### src/cima_map.svh
// register offsets, field positions and reset values of the mask and converter control bank
// assumes an 8-bit register port with byte addresses as printed
`ifndef CIMA_MAP_SVH
`define CIMA_MAP_SVH
`define CIMA_OFS_CHG_MASK2 8'h29
`define CIMA_OFS_FAULT_MASK 8'h2A
`define CIMA_OFS_CONV_CTRL 8'h2B
`define CIMA_OFS_CHG_FLAG2 8'h26
`define CIMA_OFS_FAULT_FLAG 8'h27
`define CIMA_RST_CHG_MASK2 8'h00
`define CIMA_RST_FAULT_MASK 8'h00
`define CIMA_RST_CONV_CTRL 8'h60
`define CIMA_WMASK_CHG_MASK2 8'h9B
`define CIMA_WMASK_FAULT_MASK 8'hFE
`define CIMA_WMASK_CONV_CTRL 8'hFC
`define CIMA_BIT_PG 7
`define CIMA_BIT_TS 4
`define CIMA_BIT_REV 3
`define CIMA_BIT_SYNC 1
`define CIMA_BIT_MPPT 0
`define CIMA_BIT_UV 7
`define CIMA_BIT_OV 6
`define CIMA_BIT_OCP 5
`define CIMA_BIT_BOV 4
`define CIMA_BIT_THERMAL_TRIP 3
`define CIMA_BIT_TMR 2
`define CIMA_BIT_DRV 1
`define CIMA_BIT_CONV_EN 7
`define CIMA_BIT_RATE 6
`define CIMA_BIT_SPD_LO 4
`define CIMA_BIT_AVG 3
`define CIMA_BIT_SEED 2
`define CIMA_SPD_RESERVED 2'h3
`endif

### src/cima_pkg.sv
// types shared by the mask and converter control bank
package cima_pkg;
	typedef logic [7:0] cima_byte_t;
	typedef logic [1:0] cima_speed_t;
endpackage : cima_pkg

### src/cima_top.sv
// mask registers, fault and charger event flags, interrupt pulse and converter control
// assumes a register port with single-cycle write and read strobes, all inputs synchronous
// Overview of operation
// power good toggle pulses unless blocked
// thermistor change pulses unless bit 4 set
// reverse mode toggle pulses unless bit 3
// sync pin change pulses unless bit 1
// tracking change to a non-zero state pulses unless bit 0
// under-voltage event pulses unless bit 7
// input over-voltage pulses unless bit 6
// battery over-current pulses unless bit 5
// battery over-voltage pulses unless bit 4
// thermal shutdown pulses unless bit 3
// timer expiry rising edge pulses unless bit 2
// gate supply fault pulses unless bit 1
// fault mask at 0x2A resets to zero
// converter enable cleared by reset, watchdog
// thermal compensation forces converter on
// rate bit: zero continuous, one one-shot
// speed field selects resolution, 11b reserved
// averaging bit selects running average
// seed bit picks existing or fresh start
// one-shot completion pulses unless masked
// event flags read-only, clear on read
// masks suppress pulse only, flags set
// reserved bits read zero, ignore writes
`include "cima_map.svh"
module cima_top
	import cima_pkg::*;
(
	input wire logic i_clk, // 250 MHz core clock
	input wire logic i_rst_n, // synchronous reset, active low
	input wire logic i_reg_reset, // register reset pulse
	input wire logic i_wdog_expired, // host-link watchdog expiry pulse
	input wire logic i_wr, // register write strobe
	input wire logic i_rd, // register read strobe
	input wire cima_pkg::cima_byte_t i_addr, // register address
	input wire cima_pkg::cima_byte_t i_wdata, // write data
	input wire logic i_done_irq_block, // conversion-complete mask from first mask register
	input wire logic i_conv_done, // one-shot conversion complete pulse
	input wire logic i_regulation_thermal_comp_on, // thermal compensation enable
	input wire logic i_input_power_good, // input power good status
	input wire logic [1:0] i_thermistor_state, // thermistor status
	input wire logic i_reverse_state, // reverse mode status
	input wire logic i_switching_sync_pin, // sync pin status
	input wire logic [1:0] i_power_tracking_state, // tracking status
	input wire logic i_input_undervolt, // under-voltage fault level
	input wire logic i_input_overvolt, // input over-voltage fault level
	input wire logic i_battery_overcurrent, // battery over-current fault level
	input wire logic i_battery_overvolt, // battery over-voltage fault level
	input wire logic i_thermal_trip, // thermal shutdown level
	input wire logic i_safety_timer_expired, // safety timer expired level
	input wire logic i_gate_drive_supply_fault, // gate supply fault level
	output cima_pkg::cima_byte_t o_rdata, // read data, registered
	output logic o_irq_pulse, // host interrupt pulse, one cycle
	output logic o_converter_run, // converter effectively enabled
	output logic o_one_shot, // one-shot mode selected
	output cima_pkg::cima_speed_t o_sample_speed, // resolution code
	output logic o_speed_reserved, // reserved speed code in use
	output logic o_averaging_on, // running average enabled
	output logic o_average_seed_select // seed from fresh conversion
);
	import cima_pkg::*;

	cima_byte_t chg_mask2;
	cima_byte_t fault_mask;
	cima_byte_t conv_ctrl;
	cima_byte_t chg_flag2;
	cima_byte_t fault_flag;
	logic pg_q;
	logic [1:0] ts_q;
	logic rev_q;
	logic sync_q;
	logic [1:0] mppt_q;
	logic uv_q;
	logic ov_q;
	logic oc_q;
	logic bov_q;
	logic trip_q;
	logic tmr_q;
	logic drv_q;
	logic rd_chg_flag;
	logic rd_fault_flag;
	logic wr_chg_mask;
	logic wr_fault_mask;
	logic wr_conv_ctrl;
	logic chg_irq_req;
	logic flt_irq_req;
	logic done_irq_req;
	logic next_irq;
	cima_byte_t chg_ev;
	cima_byte_t flt_ev;
	cima_byte_t next_rdata;
	logic clr_regs;

	function automatic cima_byte_t merge(input cima_byte_t old, input cima_byte_t wd,
		input cima_byte_t wm);
		merge = (old & ~wm) | (wd & wm);
	endfunction : merge

	// true when the strobe addresses the given register
	function automatic logic hit(input logic strobe, input cima_byte_t addr, input cima_byte_t ofs);
		hit = strobe && addr == ofs;
	endfunction : hit

	// level entered this cycle
	function automatic logic rise(input logic now, input logic prev);
		rise = now && !prev;
	endfunction : rise

	assign clr_regs = !i_rst_n || i_reg_reset;
	// flags clear on a read of their own address
	assign rd_chg_flag = hit(i_rd, i_addr, `CIMA_OFS_CHG_FLAG2);
	assign rd_fault_flag = hit(i_rd, i_addr, `CIMA_OFS_FAULT_FLAG);
	assign wr_chg_mask = hit(i_wr, i_addr, `CIMA_OFS_CHG_MASK2);
	assign wr_fault_mask = hit(i_wr, i_addr, `CIMA_OFS_FAULT_MASK);
	assign wr_conv_ctrl = hit(i_wr, i_addr, `CIMA_OFS_CONV_CTRL);

	always_comb
	begin
		chg_ev = 8'h00;
		flt_ev = 8'h00;
		// power good toggle
		chg_ev[`CIMA_BIT_PG] = i_input_power_good ^ pg_q;
		// thermistor change
		chg_ev[`CIMA_BIT_TS] = |(i_thermistor_state ^ ts_q);
		// reverse toggle
		chg_ev[`CIMA_BIT_REV] = i_reverse_state ^ rev_q;
		// sync change
		chg_ev[`CIMA_BIT_SYNC] = i_switching_sync_pin ^ sync_q;
		// tracking change to a non-zero state
		chg_ev[`CIMA_BIT_MPPT] = |(i_power_tracking_state ^ mppt_q) && |i_power_tracking_state;
		// under-voltage entry
		flt_ev[`CIMA_BIT_UV] = rise(i_input_undervolt, uv_q);
		// over-voltage entry
		flt_ev[`CIMA_BIT_OV] = rise(i_input_overvolt, ov_q);
		// over-current entry
		flt_ev[`CIMA_BIT_OCP] = rise(i_battery_overcurrent, oc_q);
		// battery over-voltage entry
		flt_ev[`CIMA_BIT_BOV] = rise(i_battery_overvolt, bov_q);
		// thermal trip entry
		flt_ev[`CIMA_BIT_THERMAL_TRIP] = rise(i_thermal_trip, trip_q);
		// timer rising edge
		flt_ev[`CIMA_BIT_TMR] = rise(i_safety_timer_expired, tmr_q);
		// gate supply fault
		flt_ev[`CIMA_BIT_DRV] = rise(i_gate_drive_supply_fault, drv_q);
	end

	// previous samples, one register per status input
	always_ff @(posedge i_clk)
	begin
		if (!i_rst_n)
			pg_q <= 1'b0;
		else
			pg_q <= i_input_power_good;
	end

	always_ff @(posedge i_clk)
	begin
		if (!i_rst_n)
			ts_q <= 2'h0;
		else
			ts_q <= i_thermistor_state;
	end

	always_ff @(posedge i_clk)
	begin
		if (!i_rst_n)
			rev_q <= 1'b0;
		else
			rev_q <= i_reverse_state;
	end

	always_ff @(posedge i_clk)
	begin
		if (!i_rst_n)
			sync_q <= 1'b0;
		else
			sync_q <= i_switching_sync_pin;
	end

	always_ff @(posedge i_clk)
	begin
		if (!i_rst_n)
			mppt_q <= 2'h0;
		else
			mppt_q <= i_power_tracking_state;
	end

	always_ff @(posedge i_clk)
	begin
		if (!i_rst_n)
			uv_q <= 1'b0;
		else
			uv_q <= i_input_undervolt;
	end

	always_ff @(posedge i_clk)
	begin
		if (!i_rst_n)
			ov_q <= 1'b0;
		else
			ov_q <= i_input_overvolt;
	end

	always_ff @(posedge i_clk)
	begin
		if (!i_rst_n)
			oc_q <= 1'b0;
		else
			oc_q <= i_battery_overcurrent;
	end

	always_ff @(posedge i_clk)
	begin
		if (!i_rst_n)
			bov_q <= 1'b0;
		else
			bov_q <= i_battery_overvolt;
	end

	always_ff @(posedge i_clk)
	begin
		if (!i_rst_n)
			trip_q <= 1'b0;
		else
			trip_q <= i_thermal_trip;
	end

	always_ff @(posedge i_clk)
	begin
		if (!i_rst_n)
			tmr_q <= 1'b0;
		else
			tmr_q <= i_safety_timer_expired;
	end

	always_ff @(posedge i_clk)
	begin
		if (!i_rst_n)
			drv_q <= 1'b0;
		else
			drv_q <= i_gate_drive_supply_fault;
	end

	// reserved bits held zero
	always_ff @(posedge i_clk)
	begin
		if (clr_regs)
			chg_mask2 <= `CIMA_RST_CHG_MASK2;
		else if (wr_chg_mask)
			chg_mask2 <= merge(chg_mask2, i_wdata, `CIMA_WMASK_CHG_MASK2);
	end

	// fault mask and reset
	always_ff @(posedge i_clk)
	begin
		if (clr_regs)
			fault_mask <= `CIMA_RST_FAULT_MASK;
		else if (wr_fault_mask)
			fault_mask <= merge(fault_mask, i_wdata, `CIMA_WMASK_FAULT_MASK);
	end

	always_ff @(posedge i_clk)
	begin
		if (clr_regs)
			conv_ctrl <= `CIMA_RST_CONV_CTRL;
		else
		begin
			if (wr_conv_ctrl)
				conv_ctrl <= merge(conv_ctrl, i_wdata, `CIMA_WMASK_CONV_CTRL);
			// watchdog clears enable
			if (i_wdog_expired)
				conv_ctrl[`CIMA_BIT_CONV_EN] <= 1'b0;
		end
	end

	// clear on read, set wins
	// flags set regardless of mask
	always_ff @(posedge i_clk)
	begin
		if (clr_regs)
			chg_flag2 <= 8'h00;
		else
			chg_flag2 <= (rd_chg_flag ? 8'h00 : chg_flag2) | chg_ev;
	end

	always_ff @(posedge i_clk)
	begin
		if (clr_regs)
			fault_flag <= 8'h00;
		else
			fault_flag <= (rd_fault_flag ? 8'h00 : fault_flag) | flt_ev;
	end

	always_comb
	begin
		unique case (i_addr)
			`CIMA_OFS_CHG_FLAG2: next_rdata = chg_flag2;
			`CIMA_OFS_FAULT_FLAG: next_rdata = fault_flag;
			`CIMA_OFS_CHG_MASK2: next_rdata = chg_mask2;
			`CIMA_OFS_FAULT_MASK: next_rdata = fault_mask;
			`CIMA_OFS_CONV_CTRL: next_rdata = conv_ctrl;
			default: next_rdata = 8'h00;
		endcase
	end

	always_ff @(posedge i_clk)
	begin
		if (!i_rst_n)
			o_rdata <= 8'h00;
		else if (i_rd)
			o_rdata <= next_rdata;
	end

	// R2: R3: R4: R5: charger events unless masked
	assign chg_irq_req = |(chg_ev & ~chg_mask2);
	// R7: R8: R9: R10: R11: R12: faults unless masked
	assign flt_irq_req = |(flt_ev & ~fault_mask);
	// one-shot completion pulse
	assign done_irq_req = i_conv_done && conv_ctrl[`CIMA_BIT_RATE] && !i_done_irq_block;
	assign next_irq = chg_irq_req || flt_irq_req || done_irq_req;

	always_ff @(posedge i_clk)
	begin
		if (clr_regs)
			o_irq_pulse <= 1'b0;
		else
			o_irq_pulse <= next_irq;
	end

	// thermal compensation override
	assign o_converter_run = conv_ctrl[`CIMA_BIT_CONV_EN] || i_regulation_thermal_comp_on;
	// conversion rate
	assign o_one_shot = conv_ctrl[`CIMA_BIT_RATE];
	// sample speed
	assign o_sample_speed = conv_ctrl[`CIMA_BIT_SPD_LO +: 2];
	assign o_speed_reserved = o_sample_speed == `CIMA_SPD_RESERVED;
	// averaging
	assign o_averaging_on = conv_ctrl[`CIMA_BIT_AVG];
	// average seed
	assign o_average_seed_select = conv_ctrl[`CIMA_BIT_SEED];
endmodule : cima_top

### config.mk
export PLATFORM = sky130hd
export DESIGN_NAME = cima_top
export DESIGN_NICKNAME = d
export VERILOG_FILES = /design/src/cima_pkg.sv /design/src/cima_top.sv
export VERILOG_INCLUDE_DIRS = /design/src
export SDC_FILE = /design/constraint.sdc
export NUM_CORES = 1
export LEC_CHECK = 0
export BUFFER_PORTS_ARGS = -buffer_cell sky130_fd_sc_hd__buf_2
export CAP_MARGIN = 30
export CORE_ASPECT_RATIO = 1.1
export CORE_MARGIN = 8
export CORE_UTILIZATION = 52
export DETAILED_ROUTE_END_ITERATION = 8
export PLACE_DENSITY = 0.81
export RECOVER_POWER = 50
export SLEW_MARGIN = 20
export SYNTH_ARGS = -nofsm -noshare
export SYNTH_HDL_FRONTEND = slang
export SYNTH_SLANG_ARGS = --single-unit
### constraint.sdc
create_clock -name i_clk -period 1.6 [get_ports i_clk]
set_input_delay 0.08 -clock i_clk [delete_from_list [all_inputs] [get_ports i_clk]]
set_output_delay 0.08 -clock i_clk [all_outputs]
set_load 0.02 [all_outputs]
[Word-level counts from Yosys, hierarchy flattened]
Index checks and enable logic that the tools add are counted.
Storage, ports and cells
  flip-flop bits (word level): 63
  bits in latches: 0
  bits in writable memories: 0
  bits in read-only memories: 0
  logic and storage cells: 77
  memories kept: 0
Cells by class
  add/subtract/negate cells: 0
  $mul: 0
  div/mod/pow operators: 0
  $lt $le $gt $ge: 0
  equality and inequality tests: 6
  shift operators: 0
  mux-type cells: 3
  bitwise logic cells: 14
  reductions and logical operators: 34
Operator list (count)
  8-bit by 6-bit == test with 1-bit output (second input constant): 5
  8-bit case mux with 5 select lines: 1
  8-bit bitwise AND: 2
  8-bit two-way mux: 2
  8-bit inverter: 2
  8-bit bitwise OR: 2
  8-bit OR reduction: 2
  1-bit logical AND: 15
  1-bit logical NOT: 9
  1-bit by 8-bit bitwise OR with 8-bit output: 1
  2-bit by 8-bit bitwise OR with 8-bit output: 1
  7-bit by 8-bit bitwise OR with 8-bit output: 1
  2-bit OR reduction: 4
  1-bit logical OR: 4
  2-bit XOR: 2
  1-bit XOR: 3
  2-bit == test (second input constant): 1

[Logic depth before layout (Yosys ltp)]
Gate-level depths: netlist of run 1.
  depth in word-level cells: 7
  gate-level depth with buffers: 5
  depth with buffers taken out: 4

[Worst setup path before layout of run 1]
OpenSTA, ideal clock, no wires.
  path type: input to register
  start: in i_addr[4]
  end: reg fault_mask[1]
  arrival time: 1.117 ns
  setup slack: 0.356 ns
  stages: 4
  path buffers: 0
  cells stage by stage: nor4b_4 -> nand4_2 -> mux2i_1 -> nor2_1
On the way
  cells in the longest elaborated chain, start to end: 2
Ends and longest elaborated chain
  from (decl): RTL line cima_top.sv:37  | input wire cima_pkg::cima_byte_t i_addr,
  8-bit by 6-bit == test with 1-bit output: RTL line cima_top.sv:103  | hit = strobe && addr == ofs;
  1-bit logical AND: RTL line cima_top.sv:103
  to (signal assigned): RTL line cima_top.sv:259  | fault_mask <= `CIMA_RST_FAULT_MASK;
  to (signal assigned): RTL line cima_top.sv:261  | fault_mask <= merge(fault_mask, i_wdata, `CIMA_WMASK_FAULT_MASK);
  to (decl): RTL line cima_top.sv:66  | cima_byte_t fault_mask;
Every way passes these cells.
A chain may end at the register's enable or synchronous reset.

[Worst setup path in the final report of run 1]
  start: reg fault_mask[3]
  end: reg o_irq_pulse
On the way
  cells in the longest elaborated chain, start to end: 5
Ends and longest elaborated chain
  8-bit inverter: RTL line cima_top.sv:319  | assign flt_irq_req = |(flt_ev & ~fault_mask);
  8-bit bitwise AND: RTL line cima_top.sv:319
  8-bit OR reduction: RTL line cima_top.sv:319
  1-bit logical OR (2 in a row): RTL line cima_top.sv:322  | assign next_irq = chg_irq_req || flt_irq_req || done_irq_req;
  to (signal assigned): RTL line cima_top.sv:329  | o_irq_pulse <= next_irq;
  to (decl): RTL line cima_top.sv:55  | output logic o_irq_pulse,
Every way passes these cells.

==> impl_metrics.ini, run 1 <==
[routing]
drtAntennaViolNets = 0
drcViolationCount = 0
drt_wl_total_mm = 5.48
vias = 1874
wl_per_cell_microns = 15.7
drtIter0Drc = 102
dr.pass1.iters = 4
via_per_inst = 5.37

[clock_network]
clock_sinks = 53
cts_root_buffer = clkbuf_8
postCtsSetupBuffers = 0
clock_path_buffers = 2
clk_pin_slew_worst_paths_ps = 90
numCtsBuffers = 5
cts_htree_levels = 2
clock_latency_ps = 310
cts_tree = done

[floorplan]
row_count = 25
die_h_microns = 84.9
die_x_microns = 78.7
pin_count = 55
die_area_sq_um = 6680
core-area_sq_um = 4220
initial_core_util = 0.532

[logic_synthesis]
synthesis.area_sq_um = 2250
synthDistinctLibCells = 36
synth_edf_count = 0
synth_seq_cells = 53
yosysWarnings = 0
syn_avg_cell_area_sq_um = 9.64
ys_async_sr_fraction = 0
synth.largest_area_cell = dfxtp_1
syn-instance-count = 233
synth_top_cell_area_share = 0.472
synthFlopType = dfxtp_1
syn_nets = 272
synth_area_leaders = dfxtp_1 47%, mux2i_1 9.8%, and2_1 4.5%, nor2b_1 4.5%, a22o_1 4.3%
seq_area_frac_synth = 0.472

[cells_and_area]
nets = 333
regArea_sq_um = 1060
layout-drive-gt1-share = 0.197
multi_input_area_sq_um = 1110
antennaDiodeCount = 0
area_growth_pct = 20.1
final_cell_mix = 53 x dfxtp_1, 39 x buf_2, 24 x nor2_1
final_common_cell = dfxtp_1
fill_cells = 390

[global_routing]
antenna_found_initial = 0
grt_usage = 0.167
grt_pass1_wl_mm = 8.96
grt_pass1_vias = 1941
grt_max_degree = 29
grt_overflow = 0

[timing]
finalHoldViolations = 0
holdWs_ps = 1.48
setup_violations = 0
rsz0062_at_grt = no
finalMaxSlewViolations = 0
slew_headroom = 0.504
finClkSkew_ps = 7.77
fin_crit_sh = 0.911
tightest_slew_ps = 744
max_freq_ghz = 0.686
layout_setup_ws_ps = 142
layout_min_cycle_time_ps = 1460
final.setup.tns_ps = 0

[setup_path]
critical_path_class = reg -> reg
crit_slowest_cell = dfxtp_1
start_kind = flip-flop
critical_path.max_stage_delay_ps = 390
cp.arrival_ps = 1650
critical_path_required_ps = 1790
path_buf_inv = 0
critPathCaptureType = flip-flop
crit_family = compound AO/OA/AOI/OAI gates
crit_path_cell_trace = nor3b_1 > a2111oi_0 > nand4_1 > o31a_1
critical_path.max_fanout = 3

[place]
io_buffers = 54
dp_hpwl_mm = 4.22
post-place-ws_ps = 198
gp_congestion = 0.883

[pwr]
ir_drop_v = 0.000497
p_leak_nw = 1.20
powerDensity_nw_per_um2 = 872

[worst_hold_path]
worstHoldPathType = in -> reg

[outcome]
status = finished clean

[flow_run]
drv_cap = 0
-- synthesized netlist by cell type, types with 2 or more instances --
cell type,number
nand3_1,3
nor2b_1,16
nor3b_1,3
nand4_2,3
mux2i_1,22
nand4_1,2
dfxtp_1,53
buf_1,3
buf_2,3
o21ai_0,6
a22o_1,11
and2_1,16
buf_4,2
mux2_2,3
nor2_1,24
xor2_1,2
a22oi_1,5
nand2_1,10
a21oi_1,16
inv_1,5
o22a_1,4
clkbuf_1,4
xnor2_1,3
nand2b_1,2
-- cells by family after synthesis --
kind of cell | share of synthesized area
compound gates | 0.145
xor+xnor | 0.0195
mux | 0.113
simple gates | 0.217
buf+inv | 0.0334
flops | 0.472
-- what timing repair did --
action	in CTS	in global routing
hold buffers	6	1
resized for setup	0	0
hold endpoints to repair	6	1
-- worst paths after layout --
| kind | startpoint | endpoint | slack [ps] | depth (start not counted) |
|---|---|---|---|---|
| setup reg to reg | fault_mask[3] | o_irq_pulse | 140 | 4 |
| hold reg to reg | chg_flag2[4] | chg_flag2[4] | 460 | 2 |
| hold / removal | i_input_overvolt | ov_q | 1 | 2 |
| setup / recovery | fault_mask[3] | o_irq_pulse | 140 | 4 |
-- registers in the layout, summed over array words and instances (netlist names), 2 cells and up --
signal,count
chg_flag2,5
chg_mask2,5
conv_ctrl,6
fault_flag,7
fault_mask,7
mppt_q,2
o_rdata,8
ts_q,2
-- stage by stage --
stage | total power, mW | instance area, sq um | utilization | std cells
2_1_floorplan | 1.55 | 2250 | - | 233
3_3_place_gp | 1.64 | 2570 | 0.608 | 334
3_5_place_dp | 1.65 | 2570 | 0.608 | 334
4_1_cts | 2.37 | 2710 | 0.642 | 348
5_1_grt | 2.44 | 2700 | 0.639 | 349
6_report | 2.35 | 2700 | 0.639 | 349
-- per-layer routing --
metal,track usage,part of all wire,vias to the layer above
met3,0.0624,0.079,11
met1,0.173,0.40,857
met5,0,0,-
li1,-,-,936
met2,0.292,0.50,70
met4,0.0708,0.021,0
-- where the power goes --
group	switching, mW	internal [mW]	leakage (nW)
combinational	0.134	0.119	0.724
sequential	0.0187	1.36	0.434
clock	0.414	0.310	0.0385
-- final cells by class --
| class | instances | share of cell area |
|---|---|---|
| tap | 54 | 0.0250 |
| multi-input combinational | 163 | 0.412 |
| clock inverter | 1 | 0.00278 |
| sequential | 53 | 0.393 |
| clock buffer | 7 | 0.0283 |
| inverter | 5 | 0.00695 |
| timing repair buffer | 66 | 0.132 |
-- worst register-to-register path: cells and delay by family, from the launching register on --
kind | cells | cell delay, ps
AOI/OAI and AO/OA | 2 | 710
DFF | 1 | 390
and+or+nand+nor | 2 | 250
(Power assumes the default switching activity.)
==> run 2, diff against run 1 <==
--- a/config.mk
+++ b/config.mk
@@ -9,7 +9,6 @@
 export BUFFER_PORTS_ARGS = -buffer_cell sky130_fd_sc_hd__buf_2
 export CAP_MARGIN = 30
 export CORE_ASPECT_RATIO = 1.1
-export CORE_MARGIN = 8
 export CORE_UTILIZATION = 52
 export DETAILED_ROUTE_END_ITERATION = 8
 export PLACE_DENSITY = 0.81
==> impl_metrics.ini, run 2 (same netlist as run 1, synthesis figures left out) <==
[clock_network]
cts_htree_levels = 2
postCtsSetupBuffers = 0
cts_root_buffer = clkbuf_8
clk_pin_slew_worst_paths_ps = 90
numCtsBuffers = 5
clock_path_buffers = 2
cts_tree = done
clock_sinks = 53
clock_latency_ps = 310

[floorplan]
core-area_sq_um = 4050
die_x_microns = 64.7
initial_core_util = 0.554
pin_count = 55
row_count = 24
die_h_microns = 70.9
die_area_sq_um = 4590

[setup_path]
critical_path.max_fanout = 3
crit_path_cell_trace = dlygate4sd3_1 > buf_2 > nor3b_1 > a2111oi_2 > nand4_1 > o31a_1
crit_slowest_cell = dlygate4sd3_1
start_kind = input pin
critical_path_class = in -> reg
critPathCaptureType = flip-flop
critical_path.max_stage_delay_ps = 520
critical_path_required_ps = 1800
cp.arrival_ps = 1710

[timing]
layout_min_cycle_time_ps = 1510
max_freq_ghz = 0.662
tightest_slew_ps = 789
finClkSkew_ps = 6.72
finalMaxSlewViolations = 0
slew_headroom = 0.474
finalHoldViolations = 1
rsz0062_at_grt = no
holdWs_ps = -0.524
setup_violations = 0
fin_crit_sh = 0.944
final.setup.tns_ps = 0

[routing]
drtAntennaViolNets = 0
route.met2.wl_mm = 2.47
vias = 1898
drtIter0Drc = 79
drt_wl_total_mm = 5.11
route.met3.wl_microns = 228
topRoutingLayerUsed = met4
dr.pass1.iters = 4
wl_per_cell_microns = 14.6
met1_length_mm = 2.27
drcViolationCount = 0
via_per_inst = 5.41

[pwr]
p_leak_nw = 1.23
ir_drop_v = 0.000627
power_mw = 2.57
powerDensity_nw_per_um2 = 929

[cells_and_area]
reg_top3 = o_rdata: 8 flops, fault_flag: 7 flops, fault_mask: 7 flops
area_growth_pct = 23.0
nets = 337
regMostFlops = o_rdata
largest_reg_flops = 8
antennaDiodeCount = 0
layout-drive-gt1-share = 0.191
final_common_cell = dfxtp_1
final_cell_mix = 53 x dfxtp_1, 38 x buf_2, 24 x nor2_1

[global_routing]
antenna_found_initial = 0
grt_pass1_wl_mm = 8.14
grt_overflow = 0
grt_pass1_vias = 1790
grt_usage = 0.235
grt_max_degree = 29

[place]
dp_hpwl_mm = 3.70
gp_congestion = 0.845
io_buffers = 54

[flow_run]
drv_cap = 0

[worst_hold_path]
worstHoldPathType = in -> reg

[outcome]
violations = negative hold slack
status = finished, violations left
-- run 2: cell types whose count changed in the layout (fill, tap and decap cells not counted), sizes merged --
cell / change
dlygate4sd3: +5
buf: -1
bufinv: +1
clkinvlp: -1
-- run 2: metrics by stage --
step | utilization | instances | instance area [sq um] | setup slack (ps)
finish | 0.682 | 351 | 2760 | 89.4
global route | 0.682 | 351 | 2760 | 21.6
CTS | 0.686 | 350 | 2780 | 13.2
detailed placement | 0.631 | 331 | 2560 | 133
global placement | 0.631 | 331 | 2560 | 168
floorplan | - | 233 | 2250 | 356
-- run 2: final cells by class --
class                      instances  area, sq um
sequential                        53         1060
multi-input combinational        163         1100
timing repair buffer              70          400
tap                               52         65.1
inverter                           5         18.8
clock inverter                     1         30.0
clock buffer                       7         86.3
fill                             348         1290
-- run 2: critical path, delay by kind of cell --
family / cells / cell delay [ps]
buffers and inverters: 2 / 650
AO/OA/AOI/OAI: 2 / 650
AND/OR/NAND/NOR: 2 / 320
-- run 2: final timing paths --
check | start | end | slack (ps) | depth (start not counted)
worst max register to register | fault_mask[3] | o_irq_pulse | 190 | 4
worst min-delay path | i_power_tracking_state[1] | mppt_q[1] | -0.5 | 2
worst max-delay path | i_thermal_trip | o_irq_pulse | 90 | 6
worst min register to register | chg_flag2[3] | chg_flag2[3] | 460 | 2
-- run 2: power by group --
part           total [mW]  switching, mW  leakage, nW  internal (mW)
sequential           1.38         0.0189        0.434           1.36
combinational       0.259          0.133        0.733          0.126
clock               0.933          0.423       0.0585          0.510
-- run 2: repair_timing --
action                                 CTS  global route
resized for setup                        0             2
setup endpoints to repair                0             1
hold buffers                            11             1
endpoints found under the hold margin   11             1
-- run 2: layer usage --
layer,up-vias,track usage
met2,57,0.394
met3,16,0.0597
met5,-,0
li1,945,-
met4,0,0.106
met1,880,0.280
